`config.mk`:
```
export PLATFORM = sky130hd
export DESIGN_NAME = floppy_read_data_sequencer
export DESIGN_NICKNAME = d
export VERILOG_FILES = /design/src/logic/floppy_read_pkg.sv /design/src/logic/pin_stage_if.sv /design/src/logic/pin_stage.sv /design/src/logic/floppy_read_data_sequencer.sv
export SDC_FILE = /design/constraint.sdc
export NUM_CORES = 1
export LEC_CHECK = 0
export BUFFER_PORTS_ARGS = -buffer_cell sky130_fd_sc_hd__buf_2
export CAP_MARGIN = 20
export CORE_ASPECT_RATIO = 1.5
export CORE_MARGIN = 8
export CORE_UTILIZATION = 50
export DETAILED_ROUTE_END_ITERATION = 10
export PLACE_DENSITY = 0.75
export SKIP_LAST_GASP = 1
export SLEW_MARGIN = 20
export SYNTH_ARGS = -nofsm -noshare
export SYNTH_HDL_FRONTEND = slang
export SYNTH_SLANG_ARGS = --single-unit
```
`constraint.sdc`:
```
create_clock -name clk -period 3.06 [get_ports clk]
set_clock_uncertainty 0.1 [all_clocks]
set_input_delay 0 -clock clk [delete_from_list [all_inputs] [get_ports clk]]
set_output_delay 0 -clock clk [all_outputs]
set_load 0.02 [all_outputs]
```
`src/logic/floppy_read_pkg.sv`:
```
/*
 * Shared constants and types for the floppy read data sequencer: register
 * offsets, command byte layout, status bit positions, reset values, timing.
 * Assumes a single 10 MHz clock and word-aligned AHB-Lite register access.
 */
package floppy_read_pkg;
    // Register byte offsets (haddr[3:0]); haddr[11:4] must be zero.
    localparam logic [3:0]  ADDR_DATA      = 4'h0;
    localparam logic [3:0]  ADDR_STATUS    = 4'h4;
    localparam logic [3:0]  ADDR_CONFIG    = 4'h8;
    localparam logic [3:0]  ADDR_SHARED    = 4'hC;
    // Command byte layout.
    localparam logic [3:0]  CMD_LAST       = 4'h8;
    localparam logic [2:0]  RES_LAST       = 3'h6;
    localparam logic [4:0]  CODE_READ      = 5'h06;
    localparam logic [4:0]  CODE_READ_DEL  = 5'h0C;
    localparam int          MT_BIT         = 7;
    localparam int          SK_BIT         = 5;
    localparam int          BYTE_C         = 2;
    localparam int          BYTE_H         = 3;
    localparam int          BYTE_R         = 4;
    localparam int          BYTE_N         = 5;
    localparam int          BYTE_EOT       = 6;
    localparam int          BYTE_DTL       = 8;
    // Result status encoding.
    localparam logic [1:0]  IC_NORMAL      = 2'h0;
    localparam logic [1:0]  IC_ABNORMAL    = 2'h1;
    localparam logic [1:0]  IC_INVALID     = 2'h2;
    localparam int          ST1_EN         = 7;
    localparam int          ST1_DE         = 5;
    localparam int          ST1_ND         = 2;
    localparam int          ST2_CM         = 6;
    localparam int          ST2_DD         = 5;
    // Configuration register fields and reset values.
    localparam int          CFG_SEEK_BIT   = 0;
    localparam int          CFG_SETTLE_LSB = 4;
    localparam int          CFG_UNLOAD_LSB = 8;
    localparam logic        CFG_SEEK_RST   = 1'b0;
    localparam logic [3:0]  SETTLE_RST     = 4'h8;
    localparam logic [3:0]  UNLOAD_RST     = 4'hF;
    // Sector sizing.
    localparam logic [14:0] MIN_SECTOR     = 15'h0080;
    // Timing: the settle and unload counters run on a 1 ms tick.
    localparam int          CLK_NS         = 100;
    localparam int          TICK_US        = 1000;
    localparam int          TICK_CYCLES    = TICK_US * 1000 / CLK_NS;
    localparam int          TICK_W         = 14;

    typedef enum logic [6:0] {
        PH_CMD    = 7'b0000001,
        PH_SEEK   = 7'b0000010,
        PH_SETTLE = 7'b0000100,
        PH_SEARCH = 7'b0001000,
        PH_MARK   = 7'b0010000,
        PH_DATA   = 7'b0100000,
        PH_RESULT = 7'b1000000
    } phase_t;
endpackage : floppy_read_pkg

```
`src/logic/pin_stage_if.sv`:
```
/*
 * Carrier between the pin input stage and the sequencer core.
 * Assumes both ends run on the same clock.
 */
interface pin_stage_if;
    logic index_pulse;
    logic tc_pulse;
    modport stage (output index_pulse, output tc_pulse);
    modport core  (input  index_pulse, input  tc_pulse);
endinterface : pin_stage_if

```
`src/logic/pin_stage.sv`:
```
/*
 * Synchronises the index and terminal count pins and turns each into a
 * one-cycle pulse on its active edge.
 * Assumes both pins are asynchronous to clk and wider than two cycles.
 */
module pin_stage (
    // Clock and reset
    input  wire logic     clk,
    input  wire logic     srst,
    // Pins
    input  wire logic     index_n,
    input  wire logic     tc_pin,
    // Core side
    pin_stage_if.stage    pins
);
    typedef struct packed {
        logic [1:0] s1;
        logic [1:0] s2;
        logic [1:0] s3;
    } sync_t;

    sync_t s;
    sync_t next_s;

    always_comb begin
        next_s    = s;
        next_s.s1 = {tc_pin, ~index_n};
        next_s.s2 = s.s1;
        next_s.s3 = s.s2;
    end

    always_ff @(posedge clk) begin
        if (srst) begin
            s <= '0;
        end else begin
            s <= next_s;
        end
    end

    assign pins.index_pulse = s.s2[0] & ~s.s3[0];
    assign pins.tc_pulse    = s.s2[1] & ~s.s3[1];
endmodule : pin_stage

```
`src/logic/floppy_read_data_sequencer.sv`:
```
/*
 * Execution engine for the read data and read deleted data commands: command
 * byte intake, implied seek, head load and settle, ID search, multi-sector
 * reading into the data stream, termination and the result bytes.
 * Assumes an AHB-Lite master, a drive read channel on clk that strobes ID
 * fields, data marks, data bytes and sector ends, and a seek engine outside.
 */
// Local design decisions: the register offsets and the AHB-Lite slave port.
module floppy_read_data_sequencer #(
    parameter int TICK_CYCLES_P = floppy_read_pkg::TICK_CYCLES
) (
    // Clock and reset
    input  wire logic        clk,
    input  wire logic        srst,
    // AHB-Lite slave
    input  wire logic        hsel,
    input  wire logic [31:0] haddr,
    input  wire logic [1:0]  htrans,
    input  wire logic        hwrite,
    input  wire logic [2:0]  hsize,
    input  wire logic [31:0] hwdata,
    input  wire logic        hready,
    output wire logic        hreadyout,
    output wire logic [31:0] hrdata,
    output wire logic        hresp,
    // Drive pins
    input  wire logic        index_n,
    input  wire logic        tc_pin,
    // Read channel
    input  wire logic        id_strobe,
    input  wire logic [31:0] id_field,
    input  wire logic        id_crc_bad,
    input  wire logic        mark_strobe,
    input  wire logic        mark_deleted,
    input  wire logic        byte_strobe,
    input  wire logic [7:0]  byte_data,
    input  wire logic        sector_end,
    input  wire logic        data_crc_bad,
    // Seek engine
    output wire logic        seek_req,
    output wire logic [7:0]  seek_cyl,
    input  wire logic        seek_done,
    input  wire logic        seek_fail,
    input  wire logic [7:0]  seek_pos,
    // Head
    output wire logic        head_load,
    output wire logic        head_side,
    // Data stream
    output wire logic [7:0]  data_out,
    output wire logic        data_valid,
    input  wire logic        data_ready
);
    import floppy_read_pkg::*;

    typedef struct packed {
        phase_t             ph;
        logic [8:0][7:0]    cmd;
        logic [3:0]         cnt;
        logic               cfg_seek;
        logic [3:0]         settle;
        logic [3:0]         unload;
        logic [7:0]         pcn;
        logic               head_up;
        logic [TICK_W-1:0]  tick;
        logic [3:0]         tmr;
        logic [3:0]         unl;
        logic               idx_seen;
        logic [7:0]         c;
        logic [7:0]         h;
        logic [7:0]         r;
        logic [14:0]        bytes;
        logic               deliv;
        logic               stop;
        logic               hold;
        logic [1:0]         ic;
        logic               se;
        logic [7:0]         st1;
        logic [7:0]         st2;
        logic [2:0]         ridx;
        logic [7:0]         dout;
        logic               dvalid;
        logic [31:0]        rdata;
        logic               wr_pend;
        logic [3:0]         wr_addr;
    } core_state_t;

    localparam logic [TICK_W-1:0] TICK_LAST = TICK_W'(TICK_CYCLES_P - 1);

    core_state_t s;
    core_state_t next_s;
    pin_stage_if pins ();

    pin_stage u_pins (
        .clk     (clk),
        .srst    (srst),
        .index_n (index_n),
        .tc_pin  (tc_pin),
        .pins    (pins)
    );

    // Next address {c, h, r}; wraps to sector 1 at the last sector number.
    function automatic logic [23:0] advance(input logic [7:0] c, input logic [7:0] h,
                                            input logic [7:0] r, input logic [7:0] last_sector_number,
                                            input logic mt);
        logic [23:0] a;
        a = {c, h, r + 8'h01};
        if (r == last_sector_number) begin
            a[7:0] = 8'h01;
            if (mt) begin
                a[15:8] = {h[7:1], ~h[0]};
            end
            if (!mt || h[0]) begin
                a[23:16] = c + 8'h01;
            end
        end
        return a;
    endfunction : advance

    // Bytes to deliver per sector.
    function automatic logic [14:0] sector_limit(input logic [7:0] n, input logic [7:0] data_length);
        logic [14:0] lim;
        lim = MIN_SECTOR << n[2:0];
        if (n == 8'h00 && data_length < 8'h80) begin
            lim = {7'h00, data_length};
        end
        return lim;
    endfunction : sector_limit

    logic tick_pulse;
    assign tick_pulse = (s.tick == TICK_LAST);

    always_comb begin
        logic        take;
        logic        finish;
        logic        want_del;
        logic        mt;
        logic        last;
        logic [23:0] adv;
        logic [4:0]  code;
        take     = hsel & htrans[1] & hready & (haddr[11:4] == 8'h00);
        finish   = 1'b0;
        want_del = (s.cmd[0][4:0] == CODE_READ_DEL);
        mt       = s.cmd[0][MT_BIT];
        last     = (s.r == s.cmd[BYTE_EOT]) && (!mt || s.h[0]);
        adv      = advance(s.c, s.h, s.r, s.cmd[BYTE_EOT], mt);
        code     = s.cmd[0][4:0];
        next_s   = s;
        next_s.tick    = tick_pulse ? '0 : s.tick + 1'b1;
        next_s.wr_pend = take & hwrite;
        next_s.wr_addr = haddr[3:0];
        if (s.dvalid && data_ready) begin
            next_s.dvalid = 1'b0;
        end

        // Register writes land in the data phase.
        if (s.wr_pend) begin
            case (s.wr_addr)
                ADDR_DATA: begin
                    if (s.ph == PH_CMD) begin
                        next_s.cmd[s.cnt] = hwdata[7:0];
                        next_s.cnt        = s.cnt + 4'h1;
                        if (s.cnt == CMD_LAST) begin
                            next_s.cnt      = 4'h0;
                            next_s.c        = s.cmd[BYTE_C];
                            next_s.h        = s.cmd[BYTE_H];
                            next_s.r        = s.cmd[BYTE_R];
                            next_s.ic       = IC_NORMAL;
                            next_s.se       = 1'b0;
                            next_s.st1      = 8'h00;
                            next_s.st2      = 8'h00;
                            next_s.stop     = 1'b0;
                            next_s.hold     = 1'b0;
                            next_s.idx_seen = 1'b0;
                            if (code != CODE_READ && code != CODE_READ_DEL) begin
                                next_s.ic = IC_INVALID;
                                finish    = 1'b1;
                            end else if (s.cfg_seek && s.cmd[BYTE_C] != s.pcn) begin
                                next_s.ph = PH_SEEK;
                            end else begin
                                next_s.ph      = s.head_up ? PH_SEARCH : PH_SETTLE;
                                next_s.head_up = 1'b1;
                                next_s.tmr     = s.settle;
                            end
                        end
                    end
                end
                ADDR_CONFIG: begin
                    next_s.cfg_seek = hwdata[CFG_SEEK_BIT];
                    next_s.settle   = hwdata[CFG_SETTLE_LSB +: 4];
                    next_s.unload   = hwdata[CFG_UNLOAD_LSB +: 4];
                end
                default: begin
                end
            endcase
        end

        // Register reads are captured at the address phase.
        if (take && !hwrite) begin
            case (haddr[3:0])
                ADDR_DATA: begin
                    next_s.rdata = 32'h0000_0000;
                    if (s.ph == PH_RESULT) begin
                        case (s.ridx)
                            3'h0:    next_s.rdata[7:0] = {s.ic, s.se, 2'b00, s.cmd[1][2:0]};
                            3'h1:    next_s.rdata[7:0] = s.st1;
                            3'h2:    next_s.rdata[7:0] = s.st2;
                            3'h3:    next_s.rdata[7:0] = s.c;
                            3'h4:    next_s.rdata[7:0] = s.h;
                            3'h5:    next_s.rdata[7:0] = s.r;
                            default: next_s.rdata[7:0] = s.cmd[BYTE_N];
                        endcase
                        next_s.ridx = s.ridx + 3'h1;
                        if (s.ridx == RES_LAST) begin
                            next_s.ph = PH_CMD;
                        end
                    end
                end
                ADDR_STATUS: begin
                    next_s.rdata = {24'h00_0000,
                                    (s.ph == PH_CMD) || (s.ph == PH_RESULT),
                                    s.ph == PH_RESULT,
                                    !((s.ph == PH_CMD) || (s.ph == PH_RESULT)),
                                    s.ph != PH_CMD,
                                    3'b000,
                                    s.ph == PH_SEEK};
                end
                ADDR_CONFIG: begin
                    next_s.rdata = {20'h0_0000, s.unload, s.settle, 3'b000, s.cfg_seek};
                end
                default: begin
                    next_s.rdata = {24'h00_0000, s.cmd[BYTE_EOT]};
                end
            endcase
        end

        if (pins.tc_pulse && (s.ph == PH_SEARCH || s.ph == PH_MARK || s.ph == PH_DATA)) begin
            next_s.stop = 1'b1;
        end

        case (s.ph)
            PH_CMD: begin
                if (s.head_up && tick_pulse) begin
                    next_s.unl = s.unl + 4'h1;
                    if (s.unl + 4'h1 >= s.unload) begin
                        next_s.head_up = 1'b0;
                    end
                end
            end
            PH_SEEK: begin
                if (seek_fail) begin
                    next_s.ic = IC_ABNORMAL;
                    next_s.se = 1'b1;
                    next_s.c  = seek_pos;
                    finish    = 1'b1;
                end else if (seek_done) begin
                    next_s.pcn     = s.c;
                    next_s.se      = 1'b1;
                    next_s.ph      = s.head_up ? PH_SEARCH : PH_SETTLE;
                    next_s.head_up = 1'b1;
                    next_s.tmr     = s.settle;
                end
            end
            PH_SETTLE: begin
                if (tick_pulse) begin
                    next_s.tmr = s.tmr - 4'h1;
                    if (s.tmr == 4'h0) begin
                        next_s.ph = PH_SEARCH;
                    end
                end
            end
            PH_SEARCH, PH_MARK: begin
                if (pins.index_pulse) begin
                    next_s.idx_seen = 1'b1;
                    if (s.idx_seen) begin
                        next_s.ic          = IC_ABNORMAL;
                        next_s.st1[ST1_ND] = 1'b1;
                        finish             = 1'b1;
                    end
                end
                if (s.ph == PH_SEARCH && id_strobe && !finish) begin
                    if (id_crc_bad) begin
                        next_s.ic          = IC_ABNORMAL;
                        next_s.st1[ST1_DE] = 1'b1;
                        next_s.st2[ST2_DD] = 1'b1;
                        finish             = 1'b1;
                    end else if (id_field == {s.c, s.h, s.r, s.cmd[BYTE_N]}) begin
                        next_s.ph = PH_MARK;
                    end
                end
                if (s.ph == PH_MARK && mark_strobe && !finish) begin
                    next_s.ph    = PH_DATA;
                    next_s.bytes = 15'h0000;
                    next_s.deliv = 1'b1;
                    if (mark_deleted != want_del) begin
                        next_s.st2[ST2_CM] = 1'b1;
                        next_s.deliv       = !s.cmd[0][SK_BIT];
                        next_s.hold        = !s.cmd[0][SK_BIT];
                    end
                end
            end
            PH_DATA: begin
                if (byte_strobe) begin
                    next_s.bytes = s.bytes + 15'h0001;
                    if (s.deliv && !s.stop &&
                        s.bytes < sector_limit(s.cmd[BYTE_N], s.cmd[BYTE_DTL])) begin
                        if (s.dvalid && !data_ready) begin
                            next_s.stop = 1'b1;
                        end else begin
                            next_s.dout   = byte_data;
                            next_s.dvalid = 1'b1;
                        end
                    end
                end
                if (sector_end) begin
                    if (data_crc_bad) begin
                        next_s.ic          = IC_ABNORMAL;
                        next_s.st1[ST1_DE] = 1'b1;
                        finish             = 1'b1;
                    end else if (s.hold) begin
                        finish = 1'b1;
                    end else begin
                        {next_s.c, next_s.h, next_s.r} = adv;
                        next_s.ph       = PH_SEARCH;
                        next_s.idx_seen = 1'b0;
                        if (s.stop || pins.tc_pulse) begin
                            finish = 1'b1;
                        end else if (last) begin
                            next_s.ic          = IC_ABNORMAL;
                            next_s.st1[ST1_EN] = 1'b1;
                            finish             = 1'b1;
                        end
                    end
                end
            end
            PH_RESULT: begin
            end
            default: begin
                next_s.ph = PH_CMD;
            end
        endcase

        if (finish) begin
            next_s.ph   = PH_RESULT;
            next_s.ridx = 3'h0;
            next_s.unl  = 4'h0;
        end
    end

    always_ff @(posedge clk) begin
        if (srst) begin
            s          <= '0;
            s.ph       <= PH_CMD;
            s.cfg_seek <= CFG_SEEK_RST;
            s.settle   <= SETTLE_RST;
            s.unload   <= UNLOAD_RST;
        end else begin
            s <= next_s;
        end
    end

    // Zero-wait slave: every transfer completes with OKAY.
    assign hreadyout  = 1'b1;
    assign hresp      = 1'b0;
    assign hrdata     = s.rdata;
    assign seek_req   = (s.ph == PH_SEEK);
    assign seek_cyl   = s.c;
    assign head_load  = s.head_up;
    assign head_side  = s.cmd[1][2] ^ s.h[0] ^ s.cmd[BYTE_H][0];
    assign data_out   = s.dout;
    assign data_valid = s.dvalid;
endmodule : floppy_read_data_sequencer

```
# Word level (Yosys, flattened, before mapping)
# Cells that the tools add are included.
totals:
  register_bits: 229
  out_inout_bits: 54
  input_bits: 134
  word_cells: 296
classes:
  n_mux: 144
  n_eq_ne: 32
  n_shift: 1
  bitwise: 14
  n_lt_le_gt_ge: 5
  n_reduce_logical: 50
  add_sub_neg: 8
op_table:
  columns: ["op", "count"]
  rows:
  - ["25-bit 2-to-1 mux", 7]
  - ["83-bit 2-to-1 mux", 2]
  - ["7-bit 2-to-1 mux", 18]
  - ["92-bit 2-to-1 mux", 1]
  - ["21-bit 2-to-1 mux", 4]
  - ["72-bit bitwise mux", 1]
  - ["1-bit 2-to-1 mux", 63]
  - ["15-bit 2-to-1 mux", 4]
  - ["4-bit 2-to-1 mux", 12]
  - ["8-bit one-hot mux with 6 select lines", 1]
  - ["12-bit one-hot mux with 3 select lines", 1]
  - ["7-bit one-hot mux with 5 select lines", 1]
  - ["8-bit demux with 4-bit select", 1]
  - ["32-bit == test", 1]
  - ["16-bit 2-to-1 mux", 2]
  - ["8-bit 2-to-1 mux", 4]
  - ["15-bit one-hot mux with 2 select lines", 1]
  - ["2-bit 2-to-1 mux", 12]
  - ["24-bit 2-to-1 mux", 1]
  - ["8-bit by 1-bit adder with 8-bit output, second input constant", 2]
  - ["1-bit logical AND", 16]
  - ["8-bit logical NOT", 2]
  - ["8-bit one-hot mux with 2 select lines", 1]
  - ["15-bit by 1-bit adder with 15-bit output, second input constant", 1]
  - ["50 further kinds", 95]

# Longest topological paths before layout
# Gate-level depths: netlist of run 1.
logic_depth:
  ltp_word: 19
  mapped_depth: 11
  mapped_depth_nobuf: 10

# Hierarchy
# Synthesis of run 1 repeated with hierarchy kept, for this count alone.
hier_totals:
  cells_unflattened: 1307
  area_unflattened_um2: 10437.5
modules_own_cells:
  columns: ["module", "instances", "seq_area_each_um2", "cells_per_inst", "area_each_um2"]
  rows:
  - ["floppy_read_data_sequencer", 1, 3783.6, 1293, 10269.8]
  - ["pin_stage", 1, 120.1, 14, 167.7]

# Worst setup path after synthesis of run 1
# OpenSTA, ideal clock, no wires.
synth_path:
  kind: "flip-flop to flip-flop"
  from: "register with a tool-made name"
  to: "register s, in the netlist data_out[7]"
  t_arrival_ns: 2.394
  synth_period_minus_slack_ns: 2.622
  path_stages_with_launch: 12
  setup_time_ns: 0.128
  t_required_ns: 2.832
  n_path_buf: 1
  path_slack_ns: 0.438
  path_cell_list: "dfxtp_1 -> nor4_1 -> and3_1 -> clkbuf_1 -> nand2_1 -> ha_1 -> a211oi_1 -> o21ai_0 -> a31oi_1 -> o211ai_4 -> mux2i_1 -> nor2_1"
synth_rtl:
  columns: ["element", "line_no", "text"]
  rows:
  - ["to (signal assigned)", "floppy_read_data_sequencer.sv:357", "s <= next_s;"]
  - ["to (decl)", "floppy_read_data_sequencer.sv:89", "core_state_t s;"]

==> results of run 1 <==
==> worst paths after layout <==
check / slack, ns / endpoint / from
min: 0.04 / s[67]$_SDFF_PP0_ / seek_fail
max reg2reg: 0.17 / data_out[5]$_SDFFE_PP0P_ / register
min reg2reg: 0.35 / hrdata[8]$_SDFFE_PP0P_ / hrdata[8]$_SDFFE_PP0P_
max: 0.17 / data_out[5]$_SDFFE_PP0P_ / register
==> worst min-delay path, delay by kind of cell <==
family,cells,cell delay (ns)
buffers and inverters,1,0.13
AOI/OAI and AO/OA,3,0.41
==> cell families (layout without fill, tap and decap cells) <==
kind of cell	count (synthesis)	count (layout)	synth area share (%)
other cells	2	23	0.07171
buf+inv	145	257	7.359
mux	45	45	4.373
flops	195	195	37.28
simple gates	512	512	25.05
compound gates	240	240	14.73
xor+xnor	86	86	7.192
fa+ha+maj	33	33	3.943
==> per-layer routing <==
layer | vias to the layer above | track usage, % | part of all wire, % | wire [microns]
met4 | 0 | 17.29 | 6.5 | 2095
met3 | 124 | 4.616 | 5.4 | 1734
met2 | 372 | 42.58 | 50 | 16250
met5 | - | 0 | 0 | 0
li1 | 4542 | - | - | -
met1 | 4562 | 25.61 | 38 | 12100
==> stage by stage <==
stage | utilization, % | hold slack, ns
floorplan | - | -0.03331
global placement | 52.97 | 0.05036
detailed placement | 52.97 | 0.05568
CTS | 58.14 | 0.02401
global route | 58.19 | 0.07989
finish | 58.19 | 0.03953
==> power by group through the flow <==
stage / logic (mW) / clock network (mW) / registers (mW)
2_1_floorplan: 0.132 / 0 / 2.61
3_3_place_gp: 0.219 / 0 / 2.61
3_5_place_dp: 0.221 / 0 / 2.61
4_1_cts: 0.267 / 2.33 / 2.55
5_1_grt: 0.291 / 2.41 / 2.55
6_report: 0.274 / 2.30 / 2.55
==> Yosys cell counts, types with 6 or more instances <==
master	number
sky130_fd_sc_hd__or3_1	10
sky130_fd_sc_hd__nand2_1	177
sky130_fd_sc_hd__clkbuf_1	44
sky130_fd_sc_hd__buf_4	52
sky130_fd_sc_hd__a21oi_1	110
sky130_fd_sc_hd__nand2b_1	11
sky130_fd_sc_hd__ha_1	33
sky130_fd_sc_hd__nor4_1	12
sky130_fd_sc_hd__mux2_2	6
sky130_fd_sc_hd__mux2i_1	39
sky130_fd_sc_hd__nand3b_1	11
sky130_fd_sc_hd__a21o_1	9
sky130_fd_sc_hd__o21ai_0	24
sky130_fd_sc_hd__nor3b_1	8
sky130_fd_sc_hd__xnor2_1	15
sky130_fd_sc_hd__a22oi_1	10
sky130_fd_sc_hd__nor2b_1	17
sky130_fd_sc_hd__nand3_1	34
sky130_fd_sc_hd__a31oi_1	11
sky130_fd_sc_hd__nor3_2	7
sky130_fd_sc_hd__and3_1	19
sky130_fd_sc_hd__dfxtp_1	195
sky130_fd_sc_hd__nor3_1	16
sky130_fd_sc_hd__a221oi_1	17
sky130_fd_sc_hd__and2_1	8
sky130_fd_sc_hd__inv_1	28
sky130_fd_sc_hd__and4_1	7
sky130_fd_sc_hd__xor2_1	71
sky130_fd_sc_hd__nand4_1	12
sky130_fd_sc_hd__nor2_1	127
sky130_fd_sc_hd__buf_2	13
==> repair_timing <==
action / in CTS / in global routing
hold endpoints to repair: 122 / 0
hold buffers: 48 / 0
resized for setup: 0 / 1
endpoints found under the setup margin: 0 / 5
==> final cells by class <==
| cell class | count | area share, % |
|---|---|---|
| diodes | 1 | 0.02066 |
| flip-flops and latches | 195 | 32.22 |
| well taps | 268 | 2.768 |
| repair buffers | 195 | 10.60 |
| inverters | 30 | 0.9296 |
| clock inverters | 13 | 1.188 |
| clock buffers | 19 | 3.739 |
| multi-input cells | 938 | 48.53 |
==> out/qor_table.md, run 1 <==
| Metric | Value |
| --- | --- |
| Proportion of total power due to net switching | 23.62% |
| Leading cell type in the layout, fill and taps excluded | sky130_fd_sc_hd__dfxtp_1 |
| Area growth, synth to finish | 15.67% |
| Avg Cell Area, Syn | 8.325 sq um |
| Post-detailed-route via-to-cell ratio | 5.787 |
| Post-CTS setup buffer count | 0 |
| Antenna viol nets, final | 0 |
| DR pass1 iterations | 5 |
| Worst Path Class, Setup | register to register |
| Path length in cells of the critical path | 11 |
| CP Launch Type | register |
| Combinational share of power | 5.3% |
| Clock root buffer master | sky130_fd_sc_hd__clkbuf_16 |
| Clock network fraction of total power | 44.9% |
| Post-synthesis register bit count | 195 |
| Placement-stage cell area | 0.01103 sq mm |
| Max-cap violation count | 0 |
| Overall overflow remaining after global route | 0 |
| Std-Cell Rows | 65 |
| Cell at the slowest stage of the critical path | sky130_fd_sc_hd__dfxtp_1 |
| Endpoints failing hold | 0 |
| Clock period minus worst slack | 2.891 ns |
| Overall Power | 5.126 mW |
| Top cell type by total area after synthesis | sky130_fd_sc_hd__dfxtp_1 |
| IO Port Bufs | 121 |
| Maximum net fanout on the critical path | 8 |
| Leading post-synthesis cells by cell area | sky130_fd_sc_hd__dfxtp_1 37%, sky130_fd_sc_hd__nand2_1 6.3%, sky130_fd_sc_hd__xor2_1 5.9% |
| Clock input transition at the sequential cells of the worst setup and hold paths | 0.08 ns |
| GPL Wtd Cong | 0.9837 |
| Die Outline Area | 0.02593 sq mm |
| Num ports | 188 |
| Fin Setup TNS | 0 ns |
| Number of setup violations in the final report | 0 |
| Netlist Area Pre-Place | 0.01047 sq mm |
| Initial DRC count | 729 |
| Count of unique library cells instantiated by Yosys | 84 |
| Area of the multi-input gates | 0.005879 sq mm |
| Endpoint class of the critical path | register |
| Global-route wire length before repair | 50210 microns |
| Crit path buffers/inverters | 1 |
| Placement Setup Slack | 0.2225 ns |
| Share of the synthesized area in the top cell type | 37.28% |
| Count of yosys warnings during synthesis | 0 |
| Total Routing Usage GR | 24.39% |
| Worst path required time | 3.28 ns |
| Vias post-DR | 9600 |
| Most frequent cells in the layout | 195 x sky130_fd_sc_hd__dfxtp_1, 177 x sky130_fd_sc_hd__nand2_1, 127 x sky130_fd_sc_hd__nor2_1, 120 x sky130_fd_sc_hd__buf_2, 110 x sky130_fd_sc_hd__a21oi_1 |
| Clock latency at the later pin of the worst-skew pair | 0.45 ns |
| Worst relative slew slack | 40.81% |
| Largest net degree at the start of global routing | 66 |
| CTS tree | built |
| Max Transition Viols Final | 0 |
| Total wirelength of the detailed-routed design | 32180 microns |
| Number of buffers inserted during clock tree synthesis | 17 |
| Dpl cells | 1578 |
| Cell Chain, Critical Path | nor4_1, buf_4, and3_1, nand2_1, ha_1, a211oi_1, o21ai_0, a31oi_2, o211ai_4, mux2i_1, nor2_1 |
| Smallest setup slack after layout | 0.1694 ns |
| Worst R2R Path Depth | 11 |
| Instance count along the most critical hold path | 4 |
| Internal Pwr Total | 3.915 mW |
| Switch Pwr | 1.211 mW |
| Area inside the core boundary | 0.02082 sq mm |
| H-Tree Level Count | 4 |
| Clock Sink Count | 195 |
| Die Width | 134.2 microns |
| Starting Density | 50.30% |
| Leak Pwr | 5.124 nW |
| Run status | finished, final reports clean |
| Primary flip-flop cell chosen by synthesis mapping | sky130_fd_sc_hd__dfxtp_1 |
| Max VDD drop | 0.3471 mV |
| DPL Wire Length | 23330 microns |
| Number of global-route vias before repair | 9593 |
| Family of cells with the greatest summed delay on the critical path | compound AO/OA/AOI/OAI gates |
| Number of fill cells in the layout | 1896 |
| Post-Syn Instances | 1258 |
| Critical path's largest stage delay | 0.34 ns |
| Classification of the worst-slack hold path | primary input to register |
| Non-Filler Instances | 1659 |
| Pwr Density | 423.2 mW/mm^2 |
| Worst path arrival time | 3.11 ns |
| Wire length per cell after detailed routing | 19.40 microns |
| Share of the cycle needed by the critical path after routing | 94.46% |
| Portion of the post-synthesis area used by sequential elements | 37.28% |
| Fin area | 0.01211 sq mm |
| Unrepaired setup endpoints after global routing | no |
| Ys async rst share | 0% |
| Largest buffer count on any clock path | 2 |
| Fmax achieved | 346.0 MHz |
| EDFF count, synth | 0 |
| Die height | 193.3 microns |
| Antenna violations before repair | 1 |
| Part of the total power dissipated in sequential elements | 49.8% |
| FF+latch area | 0.003904 sq mm |
| Post-route DRC violation count | 0 |
| Slew at the pin closest to its max-slew limit | 0.8812 ns |
| Final nets | 1544 |
| Fraction of final layout cells sized beyond drive strength 1 | 16.26% |
Note: power is estimated with default switching activity, not from simulation.
==> inputs of run 2 (changes only) <==
Settings changed: SYNTH_HIERARCHICAL set to 1.
==> run 2 against run 1 <==
  * Via count increased by 5.5%
  * Sequential power about the same
  * First-iteration DRC count increased by 27%
  * Die area decreased by 0.30%
  * Total power decreased by 1.3%
  * Maximum frequency decreased by 2.1%
  * Sequential share of layout area decreased by 0.38 points
  * Area after synthesis decreased by 0.33%
  * Count of clock-buffer cells in the layout decreased by 1
  * Clock power decreased by 3%
  * Critical path type unchanged
  * Largest power group unchanged
==> out/qor_table.md, run 2 <==
| Metric | Value | Change |
| --- | --- | --- |
| Endpoint class of the critical path | register |  |
| Max Transition Viols Final | 0 | unchanged |
| Antenna violations before repair | 0 | -1 |
| Number of setup violations in the final report | 0 | unchanged |
| Vias post-DR | 10.13k | +5.5% |
| Wire length per cell after detailed routing | 19.63 microns | +1.2% |
| Final nets | 1598 | +3.5% |
| DR pass1 iterations | 6 | +1 |
| Count of yosys warnings during synthesis | 6 | +6 |
| Avg Cell Area, Syn | 7.986 sq um | -4.1% |
| Max VDD drop | 0.3854 mV | +11% |
| Share of the synthesized area in the top cell type | 37.40% | +0.13 points |
| Diodes inserted | 0 | -1 |
| Area growth, synth to finish | 17.48% |  |
| List of most frequent post-synthesis cells | 195 x sky130_fd_sc_hd__dfxtp_1, 193 x sky130_fd_sc_hd__nand2_1, 134 x sky130_fd_sc_hd__a21oi_1, 113 x sky130_fd_sc_hd__nor2_1, 88 x sky130_fd_sc_hd__nand3_1 |  |
| Slew at the pin closest to its max-slew limit | 0.6918 ns | -0.1894 ns |
| Post-Syn Instances | 1307 | +3.9% |
| Netlist Area Pre-Place | 0.01044 sq mm | -0.33% |
| DPL Wire Length | 24260 microns | +4.0% |
| Worst path arrival time | 3.23 ns | +0.12 ns |
| Run status | finished, final reports clean |  |
| Fin Setup TNS | 0 ns | unchanged |
| Area of the multi-input gates | 0.005899 sq mm | +0.34% |
| Post-synthesis register bit count | 195 | unchanged |
| Largest net degree at the start of global routing | 68 | +3.0% |
| Antenna viol nets, final | 0 | unchanged |
| Clock Sink Count | 195 | unchanged |
| CTS tree | built |  |
| Leading post-synthesis cells by cell area | sky130_fd_sc_hd__dfxtp_1 37%, sky130_fd_sc_hd__nand2_1 6.9%, sky130_fd_sc_hd__a21oi_1 6.4% |  |
| Primary flip-flop cell chosen by synthesis mapping | sky130_fd_sc_hd__dfxtp_1 |  |
| Endpoints failing hold | 0 | unchanged |
| Worst path required time | 3.34 ns | +0.06 ns |
| Starting Density | 51.12% | +0.81 points |
| Unrepaired setup endpoints after global routing | yes |  |
| Std-Cell Rows | 64 | -1.5% |
| Total Routing Usage GR | 25.63% | +1.2 points |
| FF+latch area | 0.003905 sq mm | about the same |
| Clock period minus worst slack | 2.953 ns | +0.06209 ns |
| Worst relative slew slack | 53.88% | +13 points |
| Top cell type by total area after synthesis | sky130_fd_sc_hd__dfxtp_1 |  |
| Die Outline Area | 0.02585 sq mm | -0.30% |
| Most frequent cells in the layout | 194 x sky130_fd_sc_hd__dfxtp_1, 193 x sky130_fd_sc_hd__nand2_1, 133 x sky130_fd_sc_hd__a21oi_1, 120 x sky130_fd_sc_hd__buf_2, 112 x sky130_fd_sc_hd__nor2_1 |  |
| H-Tree Level Count | 4 | unchanged |
| Number of global-route vias before repair | 9955 | +3.8% |
| Count of unique library cells instantiated by Yosys | 77 | -8.3% |
| Post-route DRC violation count | 0 | unchanged |
| Max-cap violation count | 0 | unchanged |
| Number of buffers inserted during clock tree synthesis | 17 | unchanged |
| GPL Wtd Cong | 0.9610 | -2.3% |
| Classification of the worst-slack hold path | primary input to register |  |
| Die Width | 134.0 microns | -0.15% |
| Worst-case hold slack | 0.02200 ns | -0.01753 ns |
| Area inside the core boundary | 0.02042 sq mm | -1.9% |
| Portion of the post-synthesis area used by sequential elements | 37.40% | +0.13 points |
| Ys async rst share | 0% | unchanged |
| Leak Pwr | 4.723 nW | -7.8% |
| Clock latency at the later pin of the worst-skew pair | 0.44 ns | about the same |
| Total wirelength of the detailed-routed design | 33530 microns | +4.2% |
| IO Port Bufs | 121 | unchanged |
| Fmax achieved | 338.7 MHz | -2.1% |
| Die height | 193.0 microns | -0.16% |
| Initial DRC count | 927 | +27% |
| Post-detailed-route via-to-cell ratio | 5.931 | +2.5% |
| Number of fill cells in the layout | 1835 | -3.2% |
| CP Launch Type | register |  |
| Maximum net fanout on the critical path | 10 | +2 |
| Largest buffer count on any clock path | 2 | unchanged |
| Share of the cycle needed by the critical path after routing | 96.49% | +2.0 points |
| Most used standard cell by instance count after synthesis | sky130_fd_sc_hd__dfxtp_1 |  |
| Pwr Density | 412.7 mW/mm^2 | -2.5% |
| Clock input transition at the sequential cells of the worst setup and hold paths | 0.07 ns | about the same |
| Fraction of final layout cells sized beyond drive strength 1 | 15.86% | -0.40 points |
| Global-route wire length before repair | 52210 microns | +4.0% |
| Clock root buffer master | sky130_fd_sc_hd__clkbuf_16 |  |
| Leading cell type in the layout, fill and taps excluded | sky130_fd_sc_hd__dfxtp_1 |  |
| Worst Path Class, Setup | register to register |  |
| Num ports | 188 | unchanged |
| Overall overflow remaining after global route | 0 | unchanged |
| EDFF count, synth | 0 | unchanged |
==> run 2: cell types whose count changed after synthesis, sizes merged, moves of 15 or more <==
cell	delta
nand3	+53
xor2	-41
xnor2	+40
clkbuf	+28
mux2i	-25
a21oi	+24
nor2	-15
==> run 2: final cells by class <==
class                   count  area share, %
multi-input cells         981          48.11
inverters                  21         0.6429
flip-flops and latches    195          31.85
clock buffers              18          3.582
repair buffers            215          11.99
well taps                 264          2.694
clock inverters            14          1.133
==> run 2: final timing paths <==
path	from	endpoint	slack [ns]	depth (start not counted)
setup / recovery	s[231]$_SDFF_PP0_	s[65]$_SDFF_PP0_	0.11	7
hold reg to reg	u_pins/next_s[2]$_SDFF_PP0_	u_pins/next_s[0]$_SDFF_PP0_	0.34	1
setup reg to reg	s[231]$_SDFF_PP0_	s[65]$_SDFF_PP0_	0.11	7
hold / removal	id_strobe	s[54]$_SDFF_PP0_	0.02	4
==> run 2: routing by layer <==
metal	track usage (%)	share of wire, %	up-vias
li1	-	-	4763
met1	28.12	38	4746
met4	18.90	6.8	0
met3	4.876	7.3	144
met5	0	0	-
met2	43.71	48	477
==> run 2: worst max-delay path, stage by stage (launching register included) <==
cell and delay (ns):
sky130_fd_sc_hd__dfxtp_1 0.44, sky130_fd_sc_hd__or4_1 0.68, sky130_fd_sc_hd__nor2_2 0.29, sky130_fd_sc_hd__o21a_1 0.16
sky130_fd_sc_hd__dlygate4sd3_1 0.55, sky130_fd_sc_hd__a21oi_1 0.05, sky130_fd_sc_hd__nor2_1 0.09, sky130_fd_sc_hd__dlygate4sd3_1 0.54
==> run 2: repair_timing <==
action,CTS,global route
resized for setup,2,10
pin swaps,0,5
hold buffers,51,0
hold endpoints to repair,122,0
setup endpoints to repair,8,11
buffers inserted,0,1
==> run 2: report_power, final <==
| group | internal [mW] | switching, mW |
|---|---|---|
| combinational | 0.115 | 0.158 |
| sequential | 2.54 | 0.00607 |
| clock | 1.17 | 1.07 |
| total | 3.83 | 1.23 |
==> run 2: cell families (layout without fill, tap and decap cells) <==
| logic type | count (synthesis) | in the layout | synth area share (%) |
|---|---|---|---|
| AO/OA/AOI/OAI | 270 | 270 | 16.48 |
| XOR/XNOR | 85 | 85 | 7.133 |
| adder cells (fa/ha/maj) | 33 | 33 | 3.956 |
| buffers and inverters | 151 | 268 | 7.360 |
| flip-flops | 195 | 195 | 37.40 |
| multiplexers | 17 | 17 | 1.666 |
| other | 2 | 22 | 0.07195 |
| AND/OR/NAND/NOR | 554 | 554 | 25.93 |
==> run 2: metrics by stage <==
stage	setup slack (ns)	total power [mW]	area, sq um	cells	util [%]
final	0.1073	5.061	12260	1708	60.05
after global routing	-0.01297	5.205	12260	1708	60.05
after CTS	0.01360	5.082	12210	1707	59.77
after detailed placement	-0.03879	2.831	11110	1624	54.42
after global placement	0.1132	2.828	11110	1624	54.42
after floorplan	0.02998	2.747	10510	1327	-
